$ cat src/lcdd_pkg.sv
// package: constants and types for the lcd display memory segment driver
package lcdd_pkg;

    // data memory map
    localparam logic [7:0] BANK_SELECT_POINTER_ADDR = 8'h04;
    localparam logic [7:0] BANK_SELECT_POINTER_RST = 8'h00;
    localparam logic [7:0] DISP_BANK = 8'h01;
    localparam logic [7:0] DISP_FIRST_ADDR = 8'h40;
    localparam logic [7:0] DISP_LAST_ADDR = 8'h6E;
    localparam int DISP_WORDS = 47;
    localparam int SEG_LINES = 47;
    localparam int COM_LINES = 4;
    localparam int LOGIC_SEGS = 24;
    localparam int GRP_A_LAST = 7;
    localparam int GRP_B_LAST = 15;

    // duty option encoding
    localparam logic [1:0] DUTY_HALF = 2'h0;
    localparam logic [1:0] DUTY_THIRD = 2'h1;
    localparam logic [1:0] DUTY_QUARTER = 2'h2;

    // scan timing: one common phase lasts this long
    localparam int CLK_HZ = 50000000;
    localparam int PHASE_US = 2000;
    localparam int PHASE_CYCLES = (CLK_HZ / 1000000) * PHASE_US;
    localparam logic [16:0] PHASE_LAST = 17'(PHASE_CYCLES - 1);

    // processor data memory access
    typedef struct packed {
        logic wr;
        logic rd;
        logic indirect;
        logic [7:0] addr;
        logic [7:0] wdata;
    } lcdd_mem_req_t;

    // lcd options
    typedef struct packed {
        logic [1:0] duty;
        logic grp_a_logic;
        logic grp_b_logic;
        logic [7:0] bit_logic;
    } lcdd_opt_t;

endpackage : lcdd_pkg

$ cat src/lcdd_scan.sv
// phase divider and common-line sequencer for the segment driver
`timescale 1ns/10ps
module lcdd_scan (
    input wire logic clk,
    input wire logic rst,
    input wire logic hold,
    input wire logic [1:0] duty,
    output logic [1:0] phase,
    output logic invert
);
    logic [16:0] cnt_q, cnt_d;
    logic [1:0] phase_q, phase_d;
    logic inv_q, inv_d;
    logic [1:0] last_phase;

    assign phase = phase_q;
    assign invert = inv_q;

    always_comb begin
        case (duty)
            lcdd_pkg::DUTY_HALF: last_phase = 2'h1;
            lcdd_pkg::DUTY_THIRD: last_phase = 2'h2;
            default: last_phase = 2'h3;
        endcase
        cnt_d = cnt_q;
        phase_d = phase_q;
        inv_d = inv_q;
        if (hold) begin
            cnt_d = 17'h00000;
            phase_d = 2'h0;
            inv_d = 1'b0;
        end else if (cnt_q == lcdd_pkg::PHASE_LAST) begin
            cnt_d = 17'h00000;
            // wrapping at duty-1 keeps unused commons out of the scan
            if (phase_q >= last_phase) begin
                phase_d = 2'h0;
                // alternate polarity per frame so the glass sees no dc
                inv_d = ~inv_q;
            end else begin
                phase_d = phase_q + 2'h1;
            end
        end else begin
            cnt_d = cnt_q + 17'h00001;
        end
    end

    always_ff @(posedge clk or posedge rst) begin
        if (rst) begin
            cnt_q <= 17'h00000;
            phase_q <= 2'h0;
            inv_q <= 1'b0;
        end else begin
            cnt_q <= cnt_d;
            phase_q <= phase_d;
            inv_q <= inv_d;
        end
    end

endmodule : lcdd_scan

$ cat src/lcdd_top.sv
// lcd display memory, bank window and segment/common drive
`timescale 1ns/10ps
module lcdd_top (
    // clock and reset
    input wire logic CLK,
    input wire logic RST,
    // processor data memory port
    input wire lcdd_pkg::lcdd_mem_req_t MEM_REQ,
    output logic [7:0] MEM_RDATA,
    output logic MEM_HIT,
    // options and power state
    input wire lcdd_pkg::lcdd_opt_t OPTS,
    input wire logic HALT,
    // glass drive: level and an active flag (inactive means the mid, non-lighting level)
    output logic [3:0] COM_LEVEL,
    output logic [3:0] COM_ACTIVE,
    output logic [46:0] SEG_LEVEL
);
    logic [7:0] bank_q, bank_d;
    logic [7:0] disp_mem [lcdd_pkg::DISP_WORDS];
    logic [7:0] rdata_q, rdata_d;
    logic hit_q, hit_d;
    logic in_window, disp_sel, disp_wr, bank_wr;
    logic [5:0] word_idx;
    logic halt_s1_q, halt_s2_q;
    logic [1:0] phase;
    logic invert;
    logic hold;
    logic [3:0] com_level_q, com_level_d;
    logic [3:0] com_active_q, com_active_d;
    logic [46:0] seg_q, seg_d;
    logic [23:0] seg_logic;

    // ------------------------------------------------------------
    // processor side: bank pointer and display window
    // ------------------------------------------------------------
    assign in_window = MEM_REQ.addr >= lcdd_pkg::DISP_FIRST_ADDR && MEM_REQ.addr <= lcdd_pkg::DISP_LAST_ADDR;
    assign disp_sel = in_window && bank_q == lcdd_pkg::DISP_BANK && MEM_REQ.indirect;
    assign disp_wr = MEM_REQ.wr && disp_sel;
    assign bank_wr = MEM_REQ.wr && MEM_REQ.addr == lcdd_pkg::BANK_SELECT_POINTER_ADDR;
    assign word_idx = 6'(MEM_REQ.addr - lcdd_pkg::DISP_FIRST_ADDR);

    always_comb begin
        bank_d = bank_q;
        rdata_d = rdata_q;
        hit_d = 1'b0;
        if (bank_wr) begin
            bank_d = MEM_REQ.wdata;
        end
        if (MEM_REQ.rd && disp_sel) begin
            rdata_d = disp_mem[word_idx];
            hit_d = 1'b1;
        end else if (MEM_REQ.rd && MEM_REQ.addr == lcdd_pkg::BANK_SELECT_POINTER_ADDR) begin
            rdata_d = bank_q;
            hit_d = 1'b1;
        end
    end

    always_ff @(posedge CLK or posedge RST) begin
        if (RST) begin
            bank_q <= lcdd_pkg::BANK_SELECT_POINTER_RST;
            rdata_q <= 8'h00;
            hit_q <= 1'b0;
        end else begin
            bank_q <= bank_d;
            rdata_q <= rdata_d;
            hit_q <= hit_d;
        end
    end

    // display image cleared by reset so the glass comes up dark and never scans unknown bits
    always_ff @(posedge CLK or posedge RST) begin
        if (RST) begin
            for (int i = 0; i < lcdd_pkg::DISP_WORDS; i++) begin
                disp_mem[i] <= 8'h00;
            end
        end else if (disp_wr) begin
            disp_mem[word_idx] <= MEM_REQ.wdata;
        end
    end

    assign MEM_RDATA = rdata_q;
    assign MEM_HIT = hit_q;

    // ------------------------------------------------------------
    // halt synchroniser and common scan
    // ------------------------------------------------------------
    always_ff @(posedge CLK or posedge RST) begin
        if (RST) begin
            halt_s1_q <= 1'b0;
            halt_s2_q <= 1'b0;
        end else begin
            halt_s1_q <= HALT;
            halt_s2_q <= halt_s1_q;
        end
    end

    assign hold = halt_s2_q;

    lcdd_scan u_scan (
        .clk(CLK),
        .rst(RST),
        .hold(hold),
        .duty(OPTS.duty),
        .phase(phase),
        .invert(invert)
    );

    // ------------------------------------------------------------
    // segment and common drive
    // ------------------------------------------------------------
    genvar g;
    generate
        for (g = 0; g < lcdd_pkg::LOGIC_SEGS; g++) begin : g_logic
            if (g <= lcdd_pkg::GRP_A_LAST) begin : g_a
                assign seg_logic[g] = OPTS.grp_a_logic;
            end else if (g <= lcdd_pkg::GRP_B_LAST) begin : g_b
                assign seg_logic[g] = OPTS.grp_b_logic;
            end else begin : g_c
                assign seg_logic[g] = OPTS.bit_logic[g - lcdd_pkg::GRP_B_LAST - 1];
            end
        end
    endgenerate

    always_comb begin
        com_level_d = 4'h0;
        com_active_d = 4'h0;
        seg_d = 47'h0;
        for (int n = 0; n < lcdd_pkg::SEG_LINES; n++) begin
            // a lit pixel sits opposite the active common; a dark one matches it
            if (n < lcdd_pkg::LOGIC_SEGS && seg_logic[n]) begin
                seg_d[n] = disp_mem[n][0];
            end else if (hold) begin
                seg_d[n] = 1'b0;
            end else if (n == lcdd_pkg::SEG_LINES - 1 && OPTS.duty == lcdd_pkg::DUTY_QUARTER) begin
                seg_d[n] = 1'b0;
            end else begin
                seg_d[n] = disp_mem[n][phase] ^ invert;
            end
        end
        if (!hold) begin
            com_active_d[phase] = 1'b1;
            // common sits at the frame polarity, so a stored 1 (seg = 1 ^ invert) differs from it
            com_level_d[phase] = invert;
        end
    end

    always_ff @(posedge CLK or posedge RST) begin
        if (RST) begin
            com_level_q <= 4'h0;
            com_active_q <= 4'h0;
            seg_q <= 47'h0;
        end else begin
            com_level_q <= com_level_d;
            com_active_q <= com_active_d;
            seg_q <= seg_d;
        end
    end

    assign COM_LEVEL = com_level_q;
    assign COM_ACTIVE = com_active_q;
    assign SEG_LEVEL = seg_q;

    // ------------------------------------------------------------
    // checks
    // ------------------------------------------------------------
    logic pix8_ref;
    logic seg0_ref;

    assign pix8_ref = disp_mem[8][phase] ^ invert;
    assign seg0_ref = disp_mem[0][0];

    chk_direct_no_write: assert property (@(posedge CLK) disable iff (RST)
        MEM_REQ.wr && !MEM_REQ.indirect && in_window |-> !disp_wr)
        else $error("direct write reached display memory");
    chk_bank_gate: assert property (@(posedge CLK) disable iff (RST)
        disp_wr |-> bank_q == 8'h01)
        else $error("display write outside bank one");
    chk_half_no_third_common_line: assert property (@(posedge CLK) disable iff (RST)
        OPTS.duty == 2'h0 |=> !COM_ACTIVE[2] && !COM_ACTIVE[3])
        else $error("third common scanned at half duty");
    chk_third_no_com3: assert property (@(posedge CLK) disable iff (RST)
        OPTS.duty == 2'h1 |=> !COM_ACTIVE[3])
        else $error("fourth common scanned at third duty");
    chk_halt_dark: assert property (@(posedge CLK) disable iff (RST)
        hold |=> COM_ACTIVE == 4'h0)
        else $error("commons active while halted");
    chk_one_common: assert property (@(posedge CLK) disable iff (RST)
        !$past(hold) && !hold |=> $onehot(COM_ACTIVE))
        else $error("scan not exactly one common");
    chk_logic_seg: assert property (@(posedge CLK) disable iff (RST)
        OPTS.grp_a_logic && $stable(OPTS.grp_a_logic) |=> SEG_LEVEL[0] == $past(seg0_ref))
        else $error("logic segment does not follow bit 0");
    chk_seg_pixel: assert property (@(posedge CLK) disable iff (RST)
        !hold && !OPTS.grp_b_logic |=> SEG_LEVEL[8] == $past(pix8_ref))
        else $error("segment level disagrees with pixel");
    chk_quarter_seg_off: assert property (@(posedge CLK) disable iff (RST)
        OPTS.duty == lcdd_pkg::DUTY_QUARTER |=> !SEG_LEVEL[46])
        else $error("last segment driven at quarter duty");
    chk_read_hit: assert property (@(posedge CLK) disable iff (RST)
        MEM_REQ.rd && disp_sel |=> MEM_HIT)
        else $error("display read gave no hit");
    chk_bank_write: assert property (@(posedge CLK) disable iff (RST)
        bank_wr |=> bank_q == $past(MEM_REQ.wdata))
        else $error("bank pointer write lost");

endmodule : lcdd_top

$ cat config.mk
export PLATFORM = sky130hd
export DESIGN_NAME = lcdd_top
export DESIGN_NICKNAME = d
export VERILOG_FILES = /design/src/lcdd_pkg.sv /design/src/lcdd_scan.sv /design/src/lcdd_top.sv
export SDC_FILE = /design/constraint.sdc
export NUM_CORES = 1
export LEC_CHECK = 0
export BUFFER_PORTS_ARGS = -buffer_cell sky130_fd_sc_hd__buf_2
export CAP_MARGIN = 25
export CORE_AREA = 2 2 164 287
export CTS_CLUSTER_SIZE = 14
export DETAILED_ROUTE_END_ITERATION = 10
export DIE_AREA = 0 0 166 289
export PLACE_DENSITY = 0.66
export SLEW_MARGIN = 20
export SYNTH_ARGS = -nofsm -noshare
export SYNTH_HDL_FRONTEND = slang
export SYNTH_HIERARCHICAL = 1
export SYNTH_SLANG_ARGS = --single-unit
$ cat constraint.sdc
create_clock -name CLK -period 15.7 [get_ports CLK]
set_clock_uncertainty 0.2 [all_clocks]
set_input_delay 0.785 -clock CLK [delete_from_list [all_inputs] [get_ports CLK]]
set_output_delay 0.785 -clock CLK [all_outputs]
set_load 0.005 [all_outputs]
* Word level (Yosys, flattened, before mapping) *
Cells that the tools add are included.

word-level totals
  logic and storage cells = 327
  register bits after elaboration = 470
  bits of input ports = 34

operators by class
  magnitude comparators = 8
  add/sub/neg operators = 3
  eq/ne operators = 5
  bitwise logic cells = 50
  reduce and logical (&&, ||, !) cells = 14
  muxes and demuxes = 189

operators with widths
  cell                   number
  $bwmux 376             1
  $mux 1                 125
  $bmux 1 s2             47
  $bmux 8 s6             1
  $demux 8 s6            1
  $xor 1x1->1            47
  $mux 8                 5
  $mux 17                2
  $add 17x1->17 const B  1
  $eq 17x17->1 const B   1
  $logic_and 1x1->1      9
  $eq 8x1->1 const B     1
  $eq 8x3->1 const B     1
  $ge 8x7->1 const B     1
  $le 8x7->1 const B     1
  $mux 4                 2
  $ge 7x7->1 const B     1
  $lt 7x1->1 const B     1
  $not 6->7              1
  $mux 2                 3
  $reduce_bool 2->1      3
  $sub 6x1->6 const B    1
  $and 4x4->4            1
  $lt 2x4->1 const B     1
  11 further kinds       11

* Longest topological paths before layout *
  word-level depth = 7
  depth in mapped cells = 10

* By module *
The synthesis kept the hierarchy.

modules (own cells, without submodules)
  module     area each (um^2)  times used  sequential area each (um^2)  cells an instance
  lcdd_top   21,563.2          1           11,260.8                     1,603
  lcdd_scan  1,067.3           1           500.5                        111

* Worst setup path before layout *
Ideal clock, no wire load.

  path type = input-to-reg
  from = in MEM_REQ[8] (netlist bit)
  to = reg rdata_q[0] (netlist: MEM_RDATA[0])
  slack = 12,928 ps
  arrival time = 2,448 ps
  data required time = 15,376 ps
  buffers on the path = 3
  stages on the path = 8
  library setup time = 124 ps
  cell sequence = buf_2 > or3b_2 > buf_2 > nor4_4 > o21a_1 > buf_4 > mux2_2 > o31a_1

on the way
  longest elaborated chain between the ends = 6
  elaborated cells between the ends (all ways) = 15

ends and longest elaborated chain
  element                                                               RTL line                        RTL
  from (decl)                                                           lcdd_top.sv:8                   input wire lcdd_pkg::lcdd_mem_req_t MEM_REQ,
  $sub 6x1->6 (tied with other cells)                                   lcdd_top.sv:41                  assign word_idx = 6'(MEM_REQ.addr - lcdd_pkg::DISP_FIRST_ADDR);
  $not 6->7 (implied by the code) or $logic_and 1x1->1 (tied branches)  lcdd_top.sv:51, lcdd_top.sv:37
  $bmux 8 s6 or $logic_and 1x1->1 (tied branches)                       lcdd_top.sv:51, lcdd_top.sv:38
  $mux 8 (implied by the code) or $logic_and 1x1->1 (tied branches)     lcdd_top.sv:51, lcdd_top.sv:38
  $mux 8 (implied by the code) or $logic_and 1x1->1 (tied branches)     lcdd_top.sv:51, lcdd_top.sv:50
  $mux 8 or $reduce_bool 2->1 (tied branches)                           --
  to (signal assigned)                                                  lcdd_top.sv:66                  rdata_q <= rdata_d;
  to (decl)                                                             lcdd_top.sv:21                  logic [7:0] rdata_q, rdata_d;

Parallel ways exist; a longest one is shown, timed or not. The select of a mux whose other input is x is not followed.
A chain may end at the register's enable or synchronous reset.

* Worst setup path after layout *
  from = in MEM_REQ[10] (netlist bit)
  to = reg rdata_q[0] (netlist: MEM_RDATA[0])

The elaborated chain is that of the path after synthesis.

==> impl_metrics.toml <==
[outcome]
status = "finished clean"

[power_and_ir_drop]
power_frac_seq_pct = 48.7
ir_worst_vdd_mv = 0.07626
comb_power_share_pct = 5.4
switchingPower_mw = 0.5763
power.internal_mw = 1.931
switching_share_pct = 22.99
leakage_nw = 11.69
finalPower_mw = 2.507
p_clk_share_pct = 45.8
power_density_mw_per_mm2 = 99.88

[timing]
max_freq_mhz = 235.4
rsz0062_at_grt = "false"
tns_ns = 0
setup_viol = 0
fin_ws_ns = 11.45
finalMaxSlewViolations = 0
hold_violations = 0
fin_crit_sh_pct = 27.06
min_period_ns = 4.249
slew_headroom_pct = 28.50
tightest_slew_ns = 1.072

[finish]
seqCellArea_mm2 = 0.01177
n_fill_cell = 3747
nets = 1788
stdcell_count = 2363
diodes = 0
area_growth_pct = 10.91
multiInputGateArea_mm2 = 0.01024
drive_gt1_share_pct = 39.78

[clock_network]
clk_latency_ns = 0.56
cts_buffers = 44
htree_levels = 2
cts-resized-gates = 0
root_buffer = "clkbuf_16"
tritoncts = "yes"
cts_buffer_depth = 3
holdBufCountCts = 0
clk_pin_slew_worst_paths_ns = 0.07
post_cts_buffers = 0
clkSinkCount = 470

[job]
maxCapViolations = 0

[worst_setup_path]
critPathLaunch = "MEM_REQ[10]"
worst_setup_path_start_kind = "primary input"
reg2reg_to = "disp_mem[350]"
path_class = "primary input to flop"
rrSetupSlack_ns = 12.52
arrival_ns = 4.50
critPathMaxFanout = 64
reg2reg_from = "bank_q[1]"
worst_r2r_path_depth = 6
required_ns = 15.95
cp-end-kind = "flop"
worstSetupEndpoint = "MEM_RDATA[0]"

[worst_hold_path]
hold_class = "primary input to flop"

[floorplan]
rows = 104
start_util_pct = 49.55
die-area_mm2 = 0.04797
die_h_um = 289
coreArea_mm2 = 0.04567
dieWidth_um = 166
io_pins = 98

[route]
ant_nets = 0
drt_wl_total_um = 63740
dr.pass1.iters = 5
vias = 14961
vias_per_cell = 6.331
wl_per_cell_um = 26.98
initialDrtViolationCount = 1218
drc = 0

[logic_synthesis]
synth-main-ff-cell = "dfrtp_1"
avgSynthCellArea_um2 = 13.20
synth.top_cell.area_share_pct = 51.97
syn_inst = 1714
yosys-top-cells-area = "dfrtp_1 52%, mux2_2 20%, mux4_2 6.3%"
synth_area_leader_cell = "dfrtp_1"
yosys_warnings = 6
synth.most_common_cell = "dfrtp_1"
ys_types = 79
syn-num-nets = 1751
synthesis.area_mm2 = 0.02263
synth_edf_count = 0
async_flop_share_pct = 100.0
ys_seq_elements = 470
synth_common_cells = "470 x dfrtp_1, 393 x mux2_2, 83 x nor2_1, 81 x clkbuf_1, 79 x a221oi_1"
ys_seq_area_share_pct = 51.97

[global_routing]
grt_pass1_wl_um = 99150
first_global_vias = 16078
grt_max_degree = 187
grtUsageTotal_pct = 26.86
overflow = 0
antenna_found_initial = 1

[placement]
dp_slack_ns = 10.92
post-dp-hpwl_um = 41630
portBuffers = 97
dpl.cell_count = 2285
gp_congestion = 0.9198
## how the worst min path moves through the flow
| stage | depth (start not counted) | slack (ns) | startpoint | endpoint |
|---|---|---|---|---|
| final | 1 | 0.14 | HALT | halt_s1_q |
| after global routing | 1 | 0.13 | HALT | halt_s1_q |
| after CTS | 1 | 0.12 | HALT | halt_s1_q |
| after detailed placement | 0 | 0.14 | halt_s1_q | halt_s2_q |
| after floorplan | 0 | 0.13 | halt_s1_q | halt_s2_q |
| after global placement | 0 | 0.14 | halt_s1_q | halt_s2_q |
## cell families after synthesis
logic type | share of synthesized area [%]
mux | 27.96
buf+inv | 2.836
flops | 51.97
compound gates | 7.917
fa+ha+maj | 0.1659
simple gates | 6.861
xor+xnor | 2.283
## per-layer routing
layer	wire length (um)	GRT usage, %	up-vias
met4	3028	12.50	0
met2	32810	47.37	490
li1	-	-	6453
met3	3038	3.087	145
met5	0	0	-
met1	24870	33.22	7873
## final cells by class
class,count,share of cell area (%)
Inverter,16,0.2692
Tap cell,583,2.906
Multi-Input combinational cell,1096,40.79
Timing Repair Buffer,123,3.011
Clock buffer,64,5.289
Sequential cell,470,46.89
Clock inverter,11,0.8475
## power groups by stage
stage          Sequential (mW)  Clock (mW)  Combinational, mW
2_1_floorplan             1.24           0             0.0818
3_3_place_gp              1.24           0              0.131
3_5_place_dp              1.24           0              0.133
4_1_cts                   1.22        1.17              0.134
5_1_grt                   1.22        1.22              0.147
6_report                  1.22        1.15              0.136
## placed cells by master, fill, tap and decap left out, types with 17 or more instances in the layout
cell and count:
buf_4 26, nor2_2 18, mux2_2 393, a221oi_1 79
nand2_1 78, nor2_1 82, clkbuf_16 45, nor3_1 17
buf_2 93, a22oi_1 19, mux4_2 63, xnor2_1 56
o21ai_0 47, mux2i_1 36, dfrtp_1 466
## flip-flops by register name, summed over array words and instances (netlist names)
name / flops
u_scan/invert: 1
u_scan/cnt_q: 17
disp_mem: 376
bank_q: 8
halt_s1_q: 1
COM_LEVEL: 4
SEG_LEVEL: 47
u_scan/phase: 2
MEM_RDATA: 8
COM_ACTIVE: 4
MEM_HIT: 1
halt_s2_q: 1
## metrics by stage
step | hold slack (ns) | utilization, % | cell area (um2)
detailed placement | 0.1396 | 51.42 | 23480
finish | 0.1381 | 54.95 | 25100
global placement | 0.1395 | 51.38 | 23470
floorplan | 0.1312 | - | 22630
global route | 0.1333 | 54.95 | 25100
CTS | 0.1197 | 54.79 | 25020
## worst max-delay path, stage by stage
cell and delay [ns]:
buf_4 0.63, buf_4 0.85, nor2_1 0.38, buf_4 0.33
a221oi_1 0.28, nor2_1 0.09, o21ai_0 0.51, o2111ai_1 0.22
o31a_1 0.35
(Power assumes the default switching activity.)
